File: src/bsg_pkg.sv
// Shared constants and types for the boot strap and general pin block
`default_nettype none
package bsg_pkg;
  // Pin vector covers the strap pin (index 0) and pins seven to twelve
  localparam int NPINS = 7;
  localparam int AW = 8;
  localparam int DW = 8;

  // Register offsets
  localparam logic [7:0] REG_IN = 8'h00;
  localparam logic [7:0] REG_DIR = 8'h01;
  localparam logic [7:0] REG_OUT = 8'h02;
  localparam logic [7:0] REG_IEN = 8'h03;
  localparam logic [7:0] REG_EDGE = 8'h04;
  localparam logic [7:0] REG_STAT = 8'h05;
  localparam logic [7:0] REG_MASK = 8'h06;
  localparam logic [7:0] REG_ALT = 8'h07;

  // Field positions
  localparam int SEL_BIT = 7;
  localparam int ALT_SERIAL = 0;
  localparam int ALT_CP8 = 1;
  localparam int ALT_CP10 = 2;
  localparam int ALT_CP11 = 3;
  localparam int ALT_BANK = 4;
  localparam int PIN_STRAP = 0;
  localparam int PIN_8 = 2;
  localparam int PIN_10 = 4;
  localparam int PIN_11 = 5;
  localparam int PIN_12 = 6;

  // Pins seven to eleven may raise edge interrupts
  localparam logic [6:0] EDGE_CAPABLE = 7'h3e;
  localparam logic [6:0] PIN_RST = 7'h00;
  localparam logic [7:0] ALT_RST = 8'h00;

  // Timing
  localparam int CLK_PERIOD_NS = 10;
  localparam int PULLUP_HOLD_CYCLES = 4;
  localparam int RESET_MIN_US = 1;
  localparam int RESET_MIN_CYCLES =
    (RESET_MIN_US * 1000 + CLK_PERIOD_NS - 1) / CLK_PERIOD_NS;

  // Register port request
  typedef struct packed {
    logic [AW-1:0] addr;
    logic [DW-1:0] wdata;
    logic wr;
    logic rd;
  } bsg_req_t;
endpackage : bsg_pkg
`default_nettype wire

File: src/bsg_strap.sv
// Reset-time strap capture and pull-up control for the shared pin
`default_nettype none
module bsg_strap #(
  parameter int HOLD = bsg_pkg::PULLUP_HOLD_CYCLES
) (
  input wire logic core_clk, // System clock
  input wire logic reset_n, // Asynchronous reset, active low
  input wire logic clk_en, // Freezes all state when low
  input wire logic strap_in, // Level of the shared strap pin
  output logic pullup_en, // Weak pull-up enable
  output logic strap_done, // Pin released for normal use
  output logic program_memory_select // Latched strap level
);
  typedef enum logic [2:0] {
    ST_SAMPLE = 3'b001,
    ST_HOLD = 3'b010,
    ST_RUN = 3'b100
  } bsg_strap_st_t;

  bsg_strap_st_t state;
  bsg_strap_st_t next_state;
  logic [7:0] cnt;

  // Sequence: sample once, keep pull-up a few cycles, then release
  always_comb begin
    case (state)
      ST_SAMPLE: next_state = ST_HOLD;
      ST_HOLD: next_state = (cnt == 8'(HOLD - 1)) ? ST_RUN : ST_HOLD;
      ST_RUN: next_state = ST_RUN;
      default: next_state = ST_SAMPLE;
    endcase
  end

  always_ff @(posedge core_clk or negedge reset_n) begin
    if (!reset_n) begin
      state <= ST_SAMPLE;
    end else if (clk_en) begin
      state <= next_state;
    end
  end

  // Hold counter
  always_ff @(posedge core_clk or negedge reset_n) begin
    if (!reset_n) begin
      cnt <= 8'h00;
    end else if (clk_en && state == ST_HOLD) begin
      cnt <= cnt + 8'h01;
    end
  end

  // Strap taken at the first edge after release, then frozen till reset
  always_ff @(posedge core_clk or negedge reset_n) begin
    if (!reset_n) begin
      program_memory_select <= 1'b1;
    end else if (clk_en && state == ST_SAMPLE) begin
      program_memory_select <= strap_in;
    end
  end

  // Pull-up on in reset; reset's low level forces ST_SAMPLE
  assign pullup_en = (state != ST_RUN) || !reset_n;
  assign strap_done = (state == ST_RUN);

  property p_pullup_off;
    @(posedge core_clk) disable iff (!reset_n)
    $rose(reset_n) |-> pullup_en ##[1:12] !pullup_en;
  endproperty
  a_pullup_off: assert property (p_pullup_off)
    else $error("pull-up not released after reset");

  // Sampled reset keeps out the release edge, where flops still see reset
  property p_sample_once;
    @(posedge core_clk) disable iff (!reset_n)
    (reset_n && clk_en && state == ST_SAMPLE)
      |=> program_memory_select == $past(strap_in);
  endproperty
  a_sample_once: assert property (p_sample_once)
    else $error("strap level not latched");

  property p_sel_frozen;
    @(posedge core_clk) disable iff (!reset_n)
    (state != ST_SAMPLE) |=> $stable(program_memory_select);
  endproperty
  a_sel_frozen: assert property (p_sel_frozen)
    else $error("latched memory select changed");

  c_run: cover property (@(posedge core_clk) disable iff (!reset_n)
    $rose(strap_done));
endmodule : bsg_strap
`default_nettype wire

File: src/bsg_edge.sv
// Per-pin edge detector for general pin interrupts
`default_nettype none
module bsg_edge (
  input wire logic core_clk, // System clock
  input wire logic reset_n, // Asynchronous reset, active low
  input wire logic clk_en, // Freezes all state when low
  input wire logic pin_in, // Pin level, synchronous
  input wire logic rising, // 1 rising edge, 0 falling edge
  output logic edge_hit // One-cycle edge pulse
);
  logic prev;

  // Previous level; reset to low so a high pin at start is a rising edge
  always_ff @(posedge core_clk or negedge reset_n) begin
    if (!reset_n) begin
      prev <= 1'b0;
    end else if (clk_en) begin
      prev <= pin_in;
    end
  end

  assign edge_hit = clk_en && (rising ? (pin_in && !prev) : (!pin_in && prev));
endmodule : bsg_edge
`default_nettype wire

File: src/bsg_pins.sv
// Boot strap latch, bank bit, chip enable and general pin control
`default_nettype none
module bsg_pins #(
  parameter int NP = bsg_pkg::NPINS,
  parameter int HOLD = bsg_pkg::PULLUP_HOLD_CYCLES
) (
  input wire logic core_clk, // System clock, 100 MHz
  input wire logic reset_n, // System reset, active low
  input wire logic clk_en, // Freezes all state when low
  input wire bsg_pkg::bsg_req_t bus_req, // Register request
  output logic [7:0] rd_data, // Read data, cycle after strobe
  input wire logic [NP-1:0] gpio_in, // Pin levels
  output logic [NP-1:0] gpio_out, // Pin drive values
  output logic [NP-1:0] gpio_oe, // Pin output enables
  output logic strap_pullup_en, // Weak pull-up on strap pin
  output logic program_memory_select, // Latched strap level
  output logic fetch_external, // Program fetched off-chip
  output logic bank_address_bit, // Upper bank address line
  input wire logic standby, // Microcontroller in standby
  output logic program_mem_chip_enable_n, // Memory chip enable
  output logic serial_rxd, // Serial receive from strap pin
  output logic irq // Level interrupt
);
  logic strap_done;
  logic [NP-1:0] dir;
  logic [NP-1:0] outv;
  logic [NP-1:0] ien;
  logic [NP-1:0] edge_sel;
  logic [NP-1:0] status;
  logic [NP-1:0] mask;
  logic [7:0] alt;
  logic [NP-1:0] edge_hit;
  logic [NP-1:0] edge_evt;
  logic [NP-1:0] cp_force;

  // Register hit test, shared by writes and reads
  function automatic logic hit(input bsg_pkg::bsg_req_t r,
                               input logic [7:0] off);
    hit = (r.addr == off);
  endfunction : hit

  bsg_strap #(.HOLD(HOLD)) u_strap (
    .core_clk(core_clk),
    .reset_n(reset_n),
    .clk_en(clk_en),
    .strap_in(gpio_in[bsg_pkg::PIN_STRAP]),
    .pullup_en(strap_pullup_en),
    .strap_done(strap_done),
    .program_memory_select(program_memory_select)
  );

  // Fetch source follows the frozen strap level
  assign fetch_external = !program_memory_select;

  // One edge detector per pin
  genvar gi;
  generate
    for (gi = 0; gi < NP; gi++) begin : g_edge
      bsg_edge u_edge (
        .core_clk(core_clk),
        .reset_n(reset_n),
        .clk_en(clk_en),
        .pin_in(gpio_in[gi]),
        .rising(edge_sel[gi]),
        .edge_hit(edge_hit[gi])
      );
    end
  endgenerate

  // Only input pins with edge capability and enable raise events
  assign edge_evt = edge_hit & ien & ~dir & bsg_pkg::EDGE_CAPABLE;

  // Direction and output value registers
  always_ff @(posedge core_clk or negedge reset_n) begin
    if (!reset_n) begin
      dir <= bsg_pkg::PIN_RST;
      outv <= bsg_pkg::PIN_RST;
    end else if (clk_en && bus_req.wr) begin
      if (hit(bus_req, bsg_pkg::REG_DIR)) dir <= bus_req.wdata[NP-1:0];
      if (hit(bus_req, bsg_pkg::REG_OUT)) outv <= bus_req.wdata[NP-1:0];
    end
  end

  // Interrupt configuration; enables stick only where edges are allowed
  always_ff @(posedge core_clk or negedge reset_n) begin
    if (!reset_n) begin
      ien <= bsg_pkg::PIN_RST;
      edge_sel <= bsg_pkg::PIN_RST;
      mask <= bsg_pkg::PIN_RST;
    end else if (clk_en && bus_req.wr) begin
      if (hit(bus_req, bsg_pkg::REG_IEN))
        ien <= bus_req.wdata[NP-1:0] & bsg_pkg::EDGE_CAPABLE;
      if (hit(bus_req, bsg_pkg::REG_EDGE)) edge_sel <= bus_req.wdata[NP-1:0];
      if (hit(bus_req, bsg_pkg::REG_MASK)) mask <= bus_req.wdata[NP-1:0];
    end
  end

  // Alternate function register, also carries the bank bit
  always_ff @(posedge core_clk or negedge reset_n) begin
    if (!reset_n) begin
      alt <= bsg_pkg::ALT_RST;
    end else if (clk_en && bus_req.wr && hit(bus_req, bsg_pkg::REG_ALT)) begin
      alt <= bus_req.wdata;
    end
  end

  assign bank_address_bit = alt[bsg_pkg::ALT_BANK];

  // Sticky status: a read clears, but a same-cycle event is kept
  always_ff @(posedge core_clk or negedge reset_n) begin
    if (!reset_n) begin
      status <= bsg_pkg::PIN_RST;
    end else if (clk_en) begin
      if (bus_req.rd && hit(bus_req, bsg_pkg::REG_STAT))
        status <= edge_evt;
      else
        status <= status | edge_evt;
    end
  end

  assign irq = |(status & mask);

  // Read data stand for one cycle only, zero otherwise
  always_ff @(posedge core_clk or negedge reset_n) begin
    if (!reset_n) begin
      rd_data <= 8'h00;
    end else if (clk_en) begin
      rd_data <= 8'h00;
      if (bus_req.rd) begin
        case (bus_req.addr)
          bsg_pkg::REG_IN:
            rd_data <= {program_memory_select, gpio_in};
          bsg_pkg::REG_DIR: rd_data <= {1'b0, dir};
          bsg_pkg::REG_OUT: rd_data <= {1'b0, outv};
          bsg_pkg::REG_IEN: rd_data <= {1'b0, ien};
          bsg_pkg::REG_EDGE: rd_data <= {1'b0, edge_sel};
          bsg_pkg::REG_STAT: rd_data <= {1'b0, status};
          bsg_pkg::REG_MASK: rd_data <= {1'b0, mask};
          bsg_pkg::REG_ALT: rd_data <= alt;
          default: rd_data <= 8'h00;
        endcase
      end
    end
  end

  // Card power switches override the general pin function
  always_comb begin
    cp_force = '0;
    cp_force[bsg_pkg::PIN_8] = alt[bsg_pkg::ALT_CP8];
    cp_force[bsg_pkg::PIN_10] = alt[bsg_pkg::ALT_CP10];
    cp_force[bsg_pkg::PIN_11] = alt[bsg_pkg::ALT_CP11];
  end

  // Pin drive; strap pin stays undriven until the strap is released
  always_comb begin
    gpio_out = outv | cp_force;
    gpio_oe = dir | cp_force;
    if (!strap_done || alt[bsg_pkg::ALT_SERIAL]) begin
      gpio_out[bsg_pkg::PIN_STRAP] = 1'b0;
      gpio_oe[bsg_pkg::PIN_STRAP] = 1'b0;
    end
  end

  // Serial receive idles high unless the strap pin is handed to it
  assign serial_rxd = (strap_done && alt[bsg_pkg::ALT_SERIAL]) ?
                      gpio_in[bsg_pkg::PIN_STRAP] : 1'b1;

  // Chip enable: high through reset, otherwise asserted unless standby
  always_ff @(posedge core_clk or negedge reset_n) begin
    if (!reset_n) begin
      program_mem_chip_enable_n <= 1'b1;
    end else if (clk_en) begin
      program_mem_chip_enable_n <= standby;
    end
  end

  property p_cen_follows;
    @(posedge core_clk) disable iff (!reset_n)
    (reset_n && clk_en && !standby) |=> !program_mem_chip_enable_n;
  endproperty
  a_cen_follows: assert property (p_cen_follows)
    else $error("chip enable not asserted outside standby");

  property p_cen_reset;
    @(posedge core_clk) disable iff (!reset_n)
    $rose(reset_n) |-> $past(program_mem_chip_enable_n);
  endproperty
  a_cen_reset: assert property (p_cen_reset)
    else $error("chip enable low during reset");

  property p_fetch_ext;
    @(posedge core_clk) disable iff (!reset_n)
    !program_memory_select |-> fetch_external;
  endproperty
  a_fetch_ext: assert property (p_fetch_ext)
    else $error("low strap did not select external memory");

  property p_fetch_int;
    @(posedge core_clk) disable iff (!reset_n)
    program_memory_select |-> !fetch_external;
  endproperty
  a_fetch_int: assert property (p_fetch_int)
    else $error("high strap did not select internal ROM");

  property p_bank;
    @(posedge core_clk) disable iff (!reset_n)
    (clk_en && bus_req.wr && bus_req.addr == bsg_pkg::REG_ALT)
      |=> bank_address_bit == $past(bus_req.wdata[bsg_pkg::ALT_BANK]);
  endproperty
  a_bank: assert property (p_bank)
    else $error("bank bit did not follow write");

  property p_edge_sets;
    @(posedge core_clk) disable iff (!reset_n)
    (edge_evt[1] && clk_en) |=> status[1] ##1 (status[1] || $past(bus_req.rd));
  endproperty
  a_edge_sets: assert property (p_edge_sets)
    else $error("pin seven edge lost");

  property p_no_irq12;
    @(posedge core_clk) disable iff (!reset_n)
    !status[bsg_pkg::PIN_12] && !ien[bsg_pkg::PIN_12];
  endproperty
  a_no_irq12: assert property (p_no_irq12)
    else $error("pin twelve raised an edge event");

  property p_card_pwr;
    @(posedge core_clk) disable iff (!reset_n)
    alt[bsg_pkg::ALT_CP11] |-> gpio_out[bsg_pkg::PIN_11] &&
                               gpio_oe[bsg_pkg::PIN_11];
  endproperty
  a_card_pwr: assert property (p_card_pwr)
    else $error("card power switch not driven");

  property p_strap_quiet;
    @(posedge core_clk) disable iff (!reset_n)
    !strap_done |-> !gpio_oe[bsg_pkg::PIN_STRAP];
  endproperty
  a_strap_quiet: assert property (p_strap_quiet)
    else $error("strap pin driven before release");

  property p_rd_once;
    @(posedge core_clk) disable iff (!reset_n)
    (clk_en && !bus_req.rd) |=> rd_data == 8'h00;
  endproperty
  a_rd_once: assert property (p_rd_once)
    else $error("read data held past one cycle");

  // A low clock enable must hold status, alt, read data and the chip enable output
  property p_freeze;
    @(posedge core_clk) disable iff (!reset_n)
    !clk_en |=> $stable(status) && $stable(alt) && $stable(rd_data) &&
                $stable(program_mem_chip_enable_n);
  endproperty
  a_freeze: assert property (p_freeze)
    else $error("state moved while clock enable low");

  property p_bank_hold;
    @(posedge core_clk) disable iff (!reset_n)
    !(clk_en && bus_req.wr && bus_req.addr == bsg_pkg::REG_ALT)
      |=> $stable(bank_address_bit);
  endproperty
  a_bank_hold: assert property (p_bank_hold)
    else $error("bank bit moved without a write");

  property p_card_pwr8;
    @(posedge core_clk) disable iff (!reset_n)
    alt[bsg_pkg::ALT_CP8] |-> gpio_out[bsg_pkg::PIN_8] &&
                              gpio_oe[bsg_pkg::PIN_8];
  endproperty
  a_card_pwr8: assert property (p_card_pwr8)
    else $error("pin eight card power not driven");

  property p_serial_idle;
    @(posedge core_clk) disable iff (!reset_n)
    !alt[bsg_pkg::ALT_SERIAL] |-> serial_rxd;
  endproperty
  a_serial_idle: assert property (p_serial_idle)
    else $error("serial receive not idle");

  // A read at the sampling edge returns the level held before that edge
  property p_rd_in;
    @(posedge core_clk) disable iff (!reset_n)
    (clk_en && bus_req.rd && bus_req.addr == bsg_pkg::REG_IN)
      |=> rd_data[bsg_pkg::SEL_BIT] == $past(program_memory_select);
  endproperty
  a_rd_in: assert property (p_rd_in)
    else $error("memory select bit misread");

  c_irq: cover property (@(posedge core_clk) disable iff (!reset_n)
    $rose(irq));
  c_ext: cover property (@(posedge core_clk) disable iff (!reset_n)
    fetch_external && bank_address_bit);
  c_cp: cover property (@(posedge core_clk) disable iff (!reset_n)
    cp_force == 7'h34);
  c_serial: cover property (@(posedge core_clk) disable iff (!reset_n)
    strap_done && alt[bsg_pkg::ALT_SERIAL] && !serial_rxd);
endmodule : bsg_pins
`default_nettype wire

File: config.mk
export PLATFORM = sky130hd
export DESIGN_NAME = bsg_pins
export DESIGN_NICKNAME = d
export VERILOG_FILES = /design/src/bsg_pkg.sv /design/src/bsg_strap.sv /design/src/bsg_edge.sv /design/src/bsg_pins.sv
export SDC_FILE = /design/constraint.sdc
export NUM_CORES = 1
export LEC_CHECK = 0
export BUFFER_PORTS_ARGS = -buffer_cell sky130_fd_sc_hd__buf_4
export CORE_UTILIZATION = 56
export CTS_CLUSTER_SIZE = 40
export DETAILED_ROUTE_END_ITERATION = 16
export HOLD_SLACK_MARGIN = 0.05
export PLACE_DENSITY = 0.76
export SYNTH_ARGS = -nofsm -noshare
export SYNTH_HDL_FRONTEND = slang
export SYNTH_SLANG_ARGS = --single-unit
File: constraint.sdc
create_clock -name core_clk -period 1.65 [get_ports core_clk]
set_clock_uncertainty 0.05 [all_clocks]
set_input_delay 0.33 -clock core_clk [delete_from_list [all_inputs] [get_ports core_clk]]
set_output_delay 0.33 -clock core_clk [all_outputs]
set_load 0.03 [all_outputs]
# Word level (Yosys, flattened, before mapping)
# Index checks and enable logic that the tools add are counted.
# W data, S select, Z words.
[op_classes]
reduce_logical = 48
bitwise = 7
n_mux = 14
addsub = 1
eq_ne = 12
[op_table]
columns = ["cell", "count"]
rows = [
  ["$pmux W8 S8", 1],
  ["$eq A8 B3 Y1 const B", 4],
  ["$eq A8 B2 Y1 const B", 3],
  ["$logic_and A1 B1 Y1", 24],
  ["$or A7 B6 Y7", 3],
  ["$logic_not A1 Y1", 15],
  ["$and A6 B6 Y6", 2],
  ["$reduce_and A2 Y1", 5],
  ["$mux W1", 9],
  ["$pmux W3 S3", 1],
  ["$add A8 B1 Y8 const B", 1],
  ["$eq A8 B1 Y1 const B", 1],
  ["$logic_not A8 Y1", 1],
  ["$mux W8", 1],
  ["$and A7 B7 Y7", 1],
  ["$mux W7", 1],
  ["$reduce_or A7 Y1", 1],
  ["$not A6 Y6", 1],
  ["$eq A3 B1 Y1 const B", 1],
  ["$eq A3 B2 Y1 const B", 1],
  ["$eq A3 B3 Y1 const B", 1],
  ["$mux W3", 1],
  ["$ne A3 B3 Y1 const B", 1],
  ["$logic_or A1 B1 Y1", 2],
]
[totals]
register_bits = 75
elab_cells = 100
output_inout_bits = 29

# Depth between registers and ports, before layout
# Gate-level depths: netlist of the first run.
[depth]
word_depth = 8
depth_mapped = 6
depth_no_buf = 5

# By module
# From an unflattened synthesis of the first run, not the netlist that was laid out.
[hier_totals]
cells_unflattened = 290
area_unflattened_um2 = 3703.6
[modules_own_cells]
columns = ["mod", "area_each_um2", "cells_per_inst", "seq_area_each_um2", "n_inst"]
rows = [
  ["bsg_pins", 2783.9, 211, 1377.6, 1],
  ["bsg_strap", 600.6, 54, 302.8, 1],
  ["bsg_edge", 63.8, 5, 25.0, 5],
]

# Worst setup path before layout of the first run
# Ideal clock, no wire load.
[synth_timing]
path_type = "register to output"
startpoint = "reg u_strap.state[1]"
endpoint = "out gpio_oe[0]"
path_slack_ns = -0.078
path_stages_with_launch = 4
arrival_time_ns = 1.348
path_cell_list = "dfrtp_1 -> inv_1 -> nand3_1 -> nor3b_1"
[synth_between]
elab_chain_cells = 4
[synth_rtl]
columns = ["item", "line", "source"]
rows = [
  ["start: declaration", "bsg_strap.sv:20", "bsg_strap_st_t state;"],
  ["start signal: assignment", "bsg_strap.sv:38", "state <= next_state;"],
  ["$eq A3 B3 Y1", "bsg_strap.sv:62", "assign strap_done = (state == ST_RUN);"],
  ["$logic_not A1 Y1", "bsg_pins.sv:158", "if (!strap_done || alt[bsg_pkg::ALT_SERIAL]) begin"],
  ["$logic_or A1 B1 Y1", "bsg_pins.sv:158", ""],
  ["$mux W1", "bsg_pins.sv:158", ""],
  ["end: declaration", "bsg_pins.sv:14", "output logic [NP-1:0] gpio_oe,"],
]
# No other way between the ends.

# Final worst setup path of the first run
[layout_timing]
startpoint = "reg status[1]"
endpoint = "out irq"
[layout_between]
elab_chain_cells = 2
[layout_rtl]
columns = ["item", "line", "source"]
rows = [
  ["start: declaration", "bsg_pins.sv:29", "logic [NP-1:0] status;"],
  ["start signal: assignment", "bsg_pins.sv:112", "status <= bsg_pkg::PIN_RST;"],
  ["start signal: assignment", "bsg_pins.sv:115", "status <= edge_evt;"],
  ["start signal: assignment", "bsg_pins.sv:117", "status <= status | edge_evt;"],
  ["$and A7 B7 Y7", "bsg_pins.sv:121", "assign irq = |(status & mask);"],
  ["$reduce_or A7 Y1", "bsg_pins.sv:121", ""],
  ["end: declaration", "bsg_pins.sv:22", "output logic irq"],
]
# No other way between the ends.

==> impl.org, run 1 <==
** Outcome
- Result of the run :: finished, violations left
- The checks that failed: setup timing.

** Timing
- RSZ-0062 raised after global routing :: true
- Setup violations remaining at the end of the flow were counted as 4.
- Hold Fails Final Rpt :: 0
- Timing would allow up to 558.5 MHz.
- Min Tclk post-route :: 1791 ps
- Worst Tran Pin Value :: 382.8 ps
- Measured against its own limit, the worst slew margin works out to 74.48%.
- Hold_ws :: 165.1 ps
- Final cycle utilization of the critical path :: 108.5%
- The max-slew violation count was 0.
- Across all setup checks in the final design, the least slack found is -140.6 ps.

** Detailed routing
- The routed layout has 2660 vias.
- The first routing iteration left 172 violations.
- Total length of routed wires :: 8.279 mm
- Remaining antenna violation count :: 0
- After detailed routing, the average wire length per cell comes to 18.16 µm.
- Dividing the detail-routed via count by the number of cells gives 5.833.
- Number of iterations in the first detailed-routing pass :: 4
- Count of unresolved DRC violations after routing :: 0

** Setup path
- For the worst setup path, the data required time is 1270 ps.
- Kind of launch point of the worst setup path :: flip-flop
- For the worst setup path, the data arrival time is 1410 ps.
- Reg2Reg Capture Point :: u_strap.cnt[5]
- For the worst flop-to-flop path, the logic depth is 6.
- Critical path endpoint category :: primary output
- The critical path is of the reg -> out type.
- Launch instance of the worst register-to-register path :: u_strap.state[0]
- Largest fanout on the critical path :: 3
- Register-to-register setup slack :: 60 ps

** Yosys
- In this run the cell area of the synthesized design comes to 3592 µm².
- EDFF count, synth :: 0
- Syn Nets :: 321
- Top post-synthesis cells by count :: sky130_fd_sc_hd__dfrtp_1 (69), sky130_fd_sc_hd__mux2_2 (47), sky130_fd_sc_hd__nand2_1 (21)
- After synthesis, the cell types taking the most area are sky130_fd_sc_hd__dfrtp_1 (48%), sky130_fd_sc_hd__mux2_2 (15%), sky130_fd_sc_hd__mux4_2 (6.3%), sky130_fd_sc_hd__mux2i_1 (2.5%), sky130_fd_sc_hd__dfstp_2 (2.2%).
- Mean cell area of the mapped netlist :: 12.34 µm²
- Summed over its instances, the top area cell type makes up 48.07% of the synthesized netlist area.
- Synth Flop Type :: sky130_fd_sc_hd__dfrtp_1
- Register bit count reported by yosys :: 72
- Number of warnings reported in the yosys synthesis log :: 0
- Summing the sequential cell areas from Yosys gives 50.26% of the chip area.
- The synthesized netlist contains 45 unique library cells.
- Synthesis produced a netlist whose cell count is 291.
- Most repeated cell in the gate-level netlist after synthesis :: sky130_fd_sc_hd__dfrtp_1
- The biggest area contributor in the post-synthesis netlist is sky130_fd_sc_hd__dfrtp_1.
- Proportion of synthesized flip-flops having asynchronous set or reset :: 100.0%

** Clock network
- TritonCTS built the clock tree.
- For this design, the sink count on the clock tree is 72.
- At the later pin of the worst-skew pair, clock insertion delay measures 350 ps.
- Maximum clock path buffer count :: 2
- Counting the buffers created by CTS gives 9.
- CTS placed an instance of sky130_fd_sc_hd__clkbuf_8 at the clock tree root.
- Clock H-tree levels :: 3
- Clock-pin slew was measured on the worst setup and hold paths at 80 ps.

** Min path
- Along the worst hold path, the cell count comes to 2.
- The worst hold path belongs to the class in -> reg.
- Hold Path Origin :: standby
- Worst-case hold path end point :: program_mem_chip_enable_n

** Power and ir drop
- IR analysis of the VDD net gives a maximum drop of 0.8130 mV.
- Per report_power, the clock group accounts for 33.1% of the total.
- Dividing total power by cell area gives a power density of 986.0 nW/µm².
- Switching Fraction :: 28.95%
- Summed over all nets, the switching power comes to 1.301 mW.
- Combinational logic is responsible for 21.0% of the overall power.
- In this run the static leakage power is 2.191 nW.
- Of the total power, registers draw 45.9%.
- P_int :: 3.192 mW

** Global route
- GRT Overall Usage :: 26.90%
- Initial antenna violation count :: 0
- Via count of the first global-routing pass :: 2672
- Wire length of the first global-routing pass :: 13.18 mm
- Largest net degree at the start of global routing :: 73
- Total gr overflow :: 0

** Place
- Global placer's final weighted congestion :: 0.8139
- Summed over all nets, the half-perimeter wirelength after detailed placement is 5.748 mm.
- In this run the tool buffered the top-level ports with 57 buffer cells.
- Dpl cells :: 428

** Layout
- Final layout net count :: 406
- In the final layout, the share of cells above drive strength 1 is 49.61%.
- Relative to the synthesized area, the layout overhead comes to 26.85%.
- Multi-input gate area :: 1662 µm²
- Fillers :: 415
- Final design utilization :: 75.19%
- Sequential cell area :: 1807 µm²
- Excluding fillers, the count of instances in the completed layout stands at 456.
- 0 antenna diodes ended up in the layout.

** Flow run
- Maximum Capacitance Violations :: 0

** Floorplan
- Die outline height :: 82.09 µm
- Placeable core region :: 6061 µm²
- Die area :: 6739 µm²
- The die is 82.09 µm wide.
- Initial core utilization :: 59.27%
- For this design the top-level I/O count stands at 58.
- The floorplan has 28 rows.
[worst max-delay path by stage]
stage,endpoint,slack (ps),start,depth (start not counted)
6_report,irq,-140,status[1],3
3_3_place_gp,alt[2],-200,bus_req[15],6
5_1_grt,irq,-180,status[1],3
2_1_floorplan,gpio_oe[0],-80,u_strap.state[1],3
3_5_place_dp,alt[2],-250,bus_req[15],6
4_1_cts,irq,-130,status[4],3
[registers in the layout, indices dropped and copies added, names as in the netlist, 3 cells and up]
register and cells:
rd_data 8, status 5, alt 8, ien 5
outv 7, edge_sel 7, u_strap.cnt 8, mask 7
u_strap.state 3, dir 7, g_edge.u_edge.prev 5
[placed cells by master (no fill, tap or decap), drive strengths merged, types with 2 or more instances in the layout]
cell / count
nor3: 2
mux2i: 9
nor4b: 2
clkinv: 2
and3: 2
o32ai: 5
o22ai: 9
and2b: 2
xnor2: 6
nor3b: 4
mux4: 10
nand3: 10
buf: 89
nand2: 21
a21oi: 6
inv: 17
nor2: 13
or2: 6
dfstp: 3
o211ai: 2
clkbuf: 12
nand3b: 3
and2: 2
nand4: 6
o21ai: 7
mux2: 47
dfrtp: 69
[cell type report]
type,count,area share [%]
tap,75,2.059
multi-input combinational,186,36.46
sequential,72,39.65
clock buffer,12,3.624
inverter,17,1.400
timing repair buffer,90,15.68
clock inverter,4,1.126
[stage by stage]
stage                     area (µm²)  setup WS (ps)  power, mW  setup TNS (ps)
after floorplan                 3592         -77.99      2.534          -156.0
after global placement          4195         -200.4      2.826           -6822
after detailed placement        4195         -246.0      2.843           -7861
after CTS                       4492         -133.0      4.420          -213.1
after global routing            4557         -178.5      4.677          -472.4
final                           4557         -140.6      4.493          -233.8
[metal layers]
metal  up-vias  GRT usage, %  wire length (µm)
li1       1230             -                 -
met1      1341         36.92              3804
met2        74         42.56              3901
met3        15         4.396               393
met4         0         11.23               180
met5         -             0                 0
[power by group through the flow]
| stage | clock network (mW) | logic (mW) | registers [mW] |
|---|---|---|---|
| after floorplan | 0 | 0.443 | 2.09 |
| after global placement | 0 | 0.729 | 2.10 |
| after detailed placement | 0 | 0.742 | 2.10 |
| after CTS | 1.50 | 0.863 | 2.06 |
| after global routing | 1.58 | 1.02 | 2.08 |
| final | 1.49 | 0.943 | 2.06 |
[worst max-delay path: stages, from the launching register on]
cell and delay (ps):
sky130_fd_sc_hd__dfrtp_1 410, sky130_fd_sc_hd__a222oi_1 320, sky130_fd_sc_hd__nand2_1 160, sky130_fd_sc_hd__buf_6 170
[timing repair]
item                       in CTS  in global routing
resized for setup              13                  2
hold endpoints to repair       69                  0
setup buffers                   4                  7
pin swaps                       6                  4
setup endpoints to repair       5                  8
hold buffers                    1                  0
[kinds of logic (layout without fill, tap and decap cells)]
family | after synthesis | after routing | synth area share, %
adders and majority gates | 1 | 1 | 0.3483
muxes | 66 | 66 | 23.51
DFF | 72 | 72 | 50.26
buffers and inverters | 33 | 123 | 4.597
AOI/OAI and AO/OA | 34 | 34 | 6.235
and+or+nand+nor | 78 | 78 | 13.34
xor gates and xnor gates | 7 | 7 | 1.707
Note: power is estimated with default switching activity, not from simulation.
==> run 2: changes to the inputs <==
--- a/config.mk
+++ b/config.mk
@@ -6,11 +6,11 @@
 export NUM_CORES = 1
 export LEC_CHECK = 0
 export BUFFER_PORTS_ARGS = -buffer_cell sky130_fd_sc_hd__buf_4
-export CORE_UTILIZATION = 56
+export CORE_UTILIZATION = 42
 export CTS_CLUSTER_SIZE = 40
 export DETAILED_ROUTE_END_ITERATION = 16
 export HOLD_SLACK_MARGIN = 0.05
-export PLACE_DENSITY = 0.76
+export PLACE_DENSITY = 0.59
 export SYNTH_ARGS = -nofsm -noshare
 export SYNTH_HDL_FRONTEND = slang
 export SYNTH_SLANG_ARGS = --single-unit
==> impl.org, run 2 (synthesized netlist as in run 1, its figures left out) <==
** Outcome
- Result of the run :: finished, violations left
- Violations in the final reports :: setup timing

** Global route
- Summed over all layers, the global routing overflow is 0.
- The number of global-route vias before repair was 2604.
- The initial antenna violation count was 0.
- Entering global routing, the biggest net connects 73 pins.
- GRT Overall Usage :: 20.56%
- The first global-routing pass estimated 13.54 mm of wire.

** Detailed routing
- Detailed-routed wire length on met3 :: 384 µm
- Top layer used by detailed routing :: met4
- Met2 wire length :: 4.062 mm
- Count of unresolved DRC violations after routing :: 0
- The final layout contains routed wiring with a total length of 8.528 mm.
- Routed met1 length :: 3.947 mm
- The first detailed-routing pass took 4 iterations.
- First-iteration detailed-routing DRC count :: 118
- Using the TritonRoute via totals, the vias-per-cell ratio works out to 5.372.
- Across all layers, the routed design uses 2600 vias.
- After detailed routing, the average wire length per cell comes to 17.62 µm.
- Once detail routing completed, the nets flagged for antenna violations numbered 0.

** Clock network
- In this run the clock root is driven by a sky130_fd_sc_hd__clkbuf_8.
- Clock H-tree levels :: 3
- CTS saw 72 sinks.
- Clock latency on the worst-skew pair, taken at its later pin, is 330 ps.
- After clock tree synthesis, the clock-pin slew on the worst setup and hold paths is 70 ps.
- TritonCTS built the clock tree.
- In this run the deepest clock path goes through 2 buffers.
- Buffers inserted during clock tree synthesis total 9.

** Power and ir drop
- The worst-case IR drop observed on VDD is 0.3903 mV.
- Summed over all cells, the static leakage comes to 2.193 nW.
- In this run the power density over the cells is 995.9 nW/µm².
- Overall power consumption after layout is estimated at 4.593 mW.

** Layout
- The largest registers in the layout are alt x8, rd_data x8, u_strap.cnt x8.
- 0 antenna diodes ended up in the layout.
- The top cell types in the final layout, fill and taps aside, are sky130_fd_sc_hd__buf_4 (81), sky130_fd_sc_hd__dfrtp_1 (68), sky130_fd_sc_hd__mux2_2 (47), sky130_fd_sc_hd__nand2_1 (19), sky130_fd_sc_hd__inv_1 (15).
- Final layout net count :: 404
- Leaving out fill and tap cells, the most frequent cell in the layout is sky130_fd_sc_hd__buf_4.
- Final design utilization :: 55.85%
- Of the cells placed in the final design, the portion with a size suffix greater than 1 is 49.08%.
- Relative to the synthesized area, the layout overhead comes to 28.39%.
- Fillers :: 725
- Once layout is complete, the cells apart from fillers number 484.

** Floorplan
- Measured along the x axis, the die boundary spans 94.48 µm.
- Initial core utilization :: 43.50%
- The floorplan step defined a core boundary enclosing 8258 µm².
- Row generation in the floorplan step produced 33 rows.
- Die outline height :: 94.48 µm
- Die area :: 8926 µm²
- Number of top-level pins :: 58

** Timing
- Fmax :: 587.0 MHz
- Min Tclk post-route :: 1703 ps
- Hold Fails Final Rpt :: 0
- The worst pin sits at a relative slew slack of 73.28%.
- Worst Slack Setup Final :: -53.47 ps
- Final cycle utilization of the critical path :: 103.2%
- The max-slew violation count came to 0.
- At the pin with the least slew margin, the transition time is 400.9 ps.
- RSZ-0062 raised after global routing :: true
- Final count of negative-setup-slack endpoints :: 3

** Setup path
- Kind of launch point of the worst setup path :: flip-flop
- Worst endpoint data arrival time :: 1320 ps
- Largest fanout on the critical path :: 2
- STA classifies the critical path endpoint as a primary output.
- The critical path in this run is classified as reg -> out.
- Data on the critical path is required at its endpoint by 1270 ps.

** Flow run
- The tool flagged a number of max-cap violations equal to 0.

** Place
- Once placement completed, the tool counted placed cells totaling 458.
- Detailed placement finished with a half-perimeter wire length of 5.939 mm.
- Prior to clock tree synthesis, the placed netlist has a worst setup slack of -267.3 ps.
- Buffers placed on the I/O ports in this run total 57.
- At the end of routability-driven placement, the weighted congestion stood at 0.7846.

** Min path
- The path class of the tightest hold or removal check is in -> reg.
run 2: changes by cell type in the layout (fill, tap and decap cells not counted), sizes merged:
cell	delta
clkbuf	+2
clkinv	-2
clkinvlp	-1
buf	-2
bufinv	+1
run 2: metrics by stage:
step | cell area (µm²) | TNS (ps) | hold slack (ps)
after CTS | 4562 | -194.9 | 155.7
after global placement | 4245 | -7457 | 340.3
after floorplan | 3592 | -156.0 | -15.59
after detailed placement | 4245 | -7017 | 336.6
final | 4612 | -147.3 | 174.8
after global routing | 4612 | -487.3 | 152.5
run 2: routing by layer:
layer / vias to the layer above / GRT usage, %
li1: 1225 / -
met1: 1301 / 28.25
met2: 65 / 32.79
met3: 9 / 4.026
met4: 0 / 6.692
met5: - / 0
run 2: area by class of cell:
class	count	area [µm²]	area share, %
flip-flops and latches	72	1807	39.18
clock buffers	14	172.7	3.744
multi-input cells	186	1663	36.06
clock inverters	2	60.06	1.302
well taps	105	131.4	2.849
inverters	17	66.31	1.438
repair buffers	88	711.9	15.44
run 2: timing repair:
action                                 CTS  global route
endpoints found under the hold margin   69             0
hold buffers                             1             0
pin swaps                                5             3
resized for setup                       10             6
setup endpoints to repair                5            12
gates cloned                             0             0
setup buffers                            6             3
run 2: report_power, final:
part | internal [mW] | leakage [nW] | switching, mW
clock network | 0.979 | 0.117 | 0.640
logic | 0.432 | 1.13 | 0.465
registers | 1.92 | 0.946 | 0.155
total | 3.33 | 2.19 | 1.26
run 2: path summary, 6_finish.rpt:
kind                             startpoint                         to  slack, ps  depth (start not counted)
min in group asynchronous           reset_n           u_strap.state[1]        500                          3
min reg2reg                          alt[5]                     alt[5]        460                          1
max                                 mask[4]                        irq        -50                          3
max in group asynchronous           reset_n                     dir[4]        720                          3
min                                 standby  program_mem_chip_enable_n        170                          2
max reg2reg                u_strap.state[0]             u_strap.cnt[7]         70                          5
run 2: worst max-delay path, cell delays in order (launching register included):
cell and delay (ps):
sky130_fd_sc_hd__dfrtp_1 380, sky130_fd_sc_hd__a222oi_1 330, sky130_fd_sc_hd__nand2_1 120, sky130_fd_sc_hd__buf_6 160
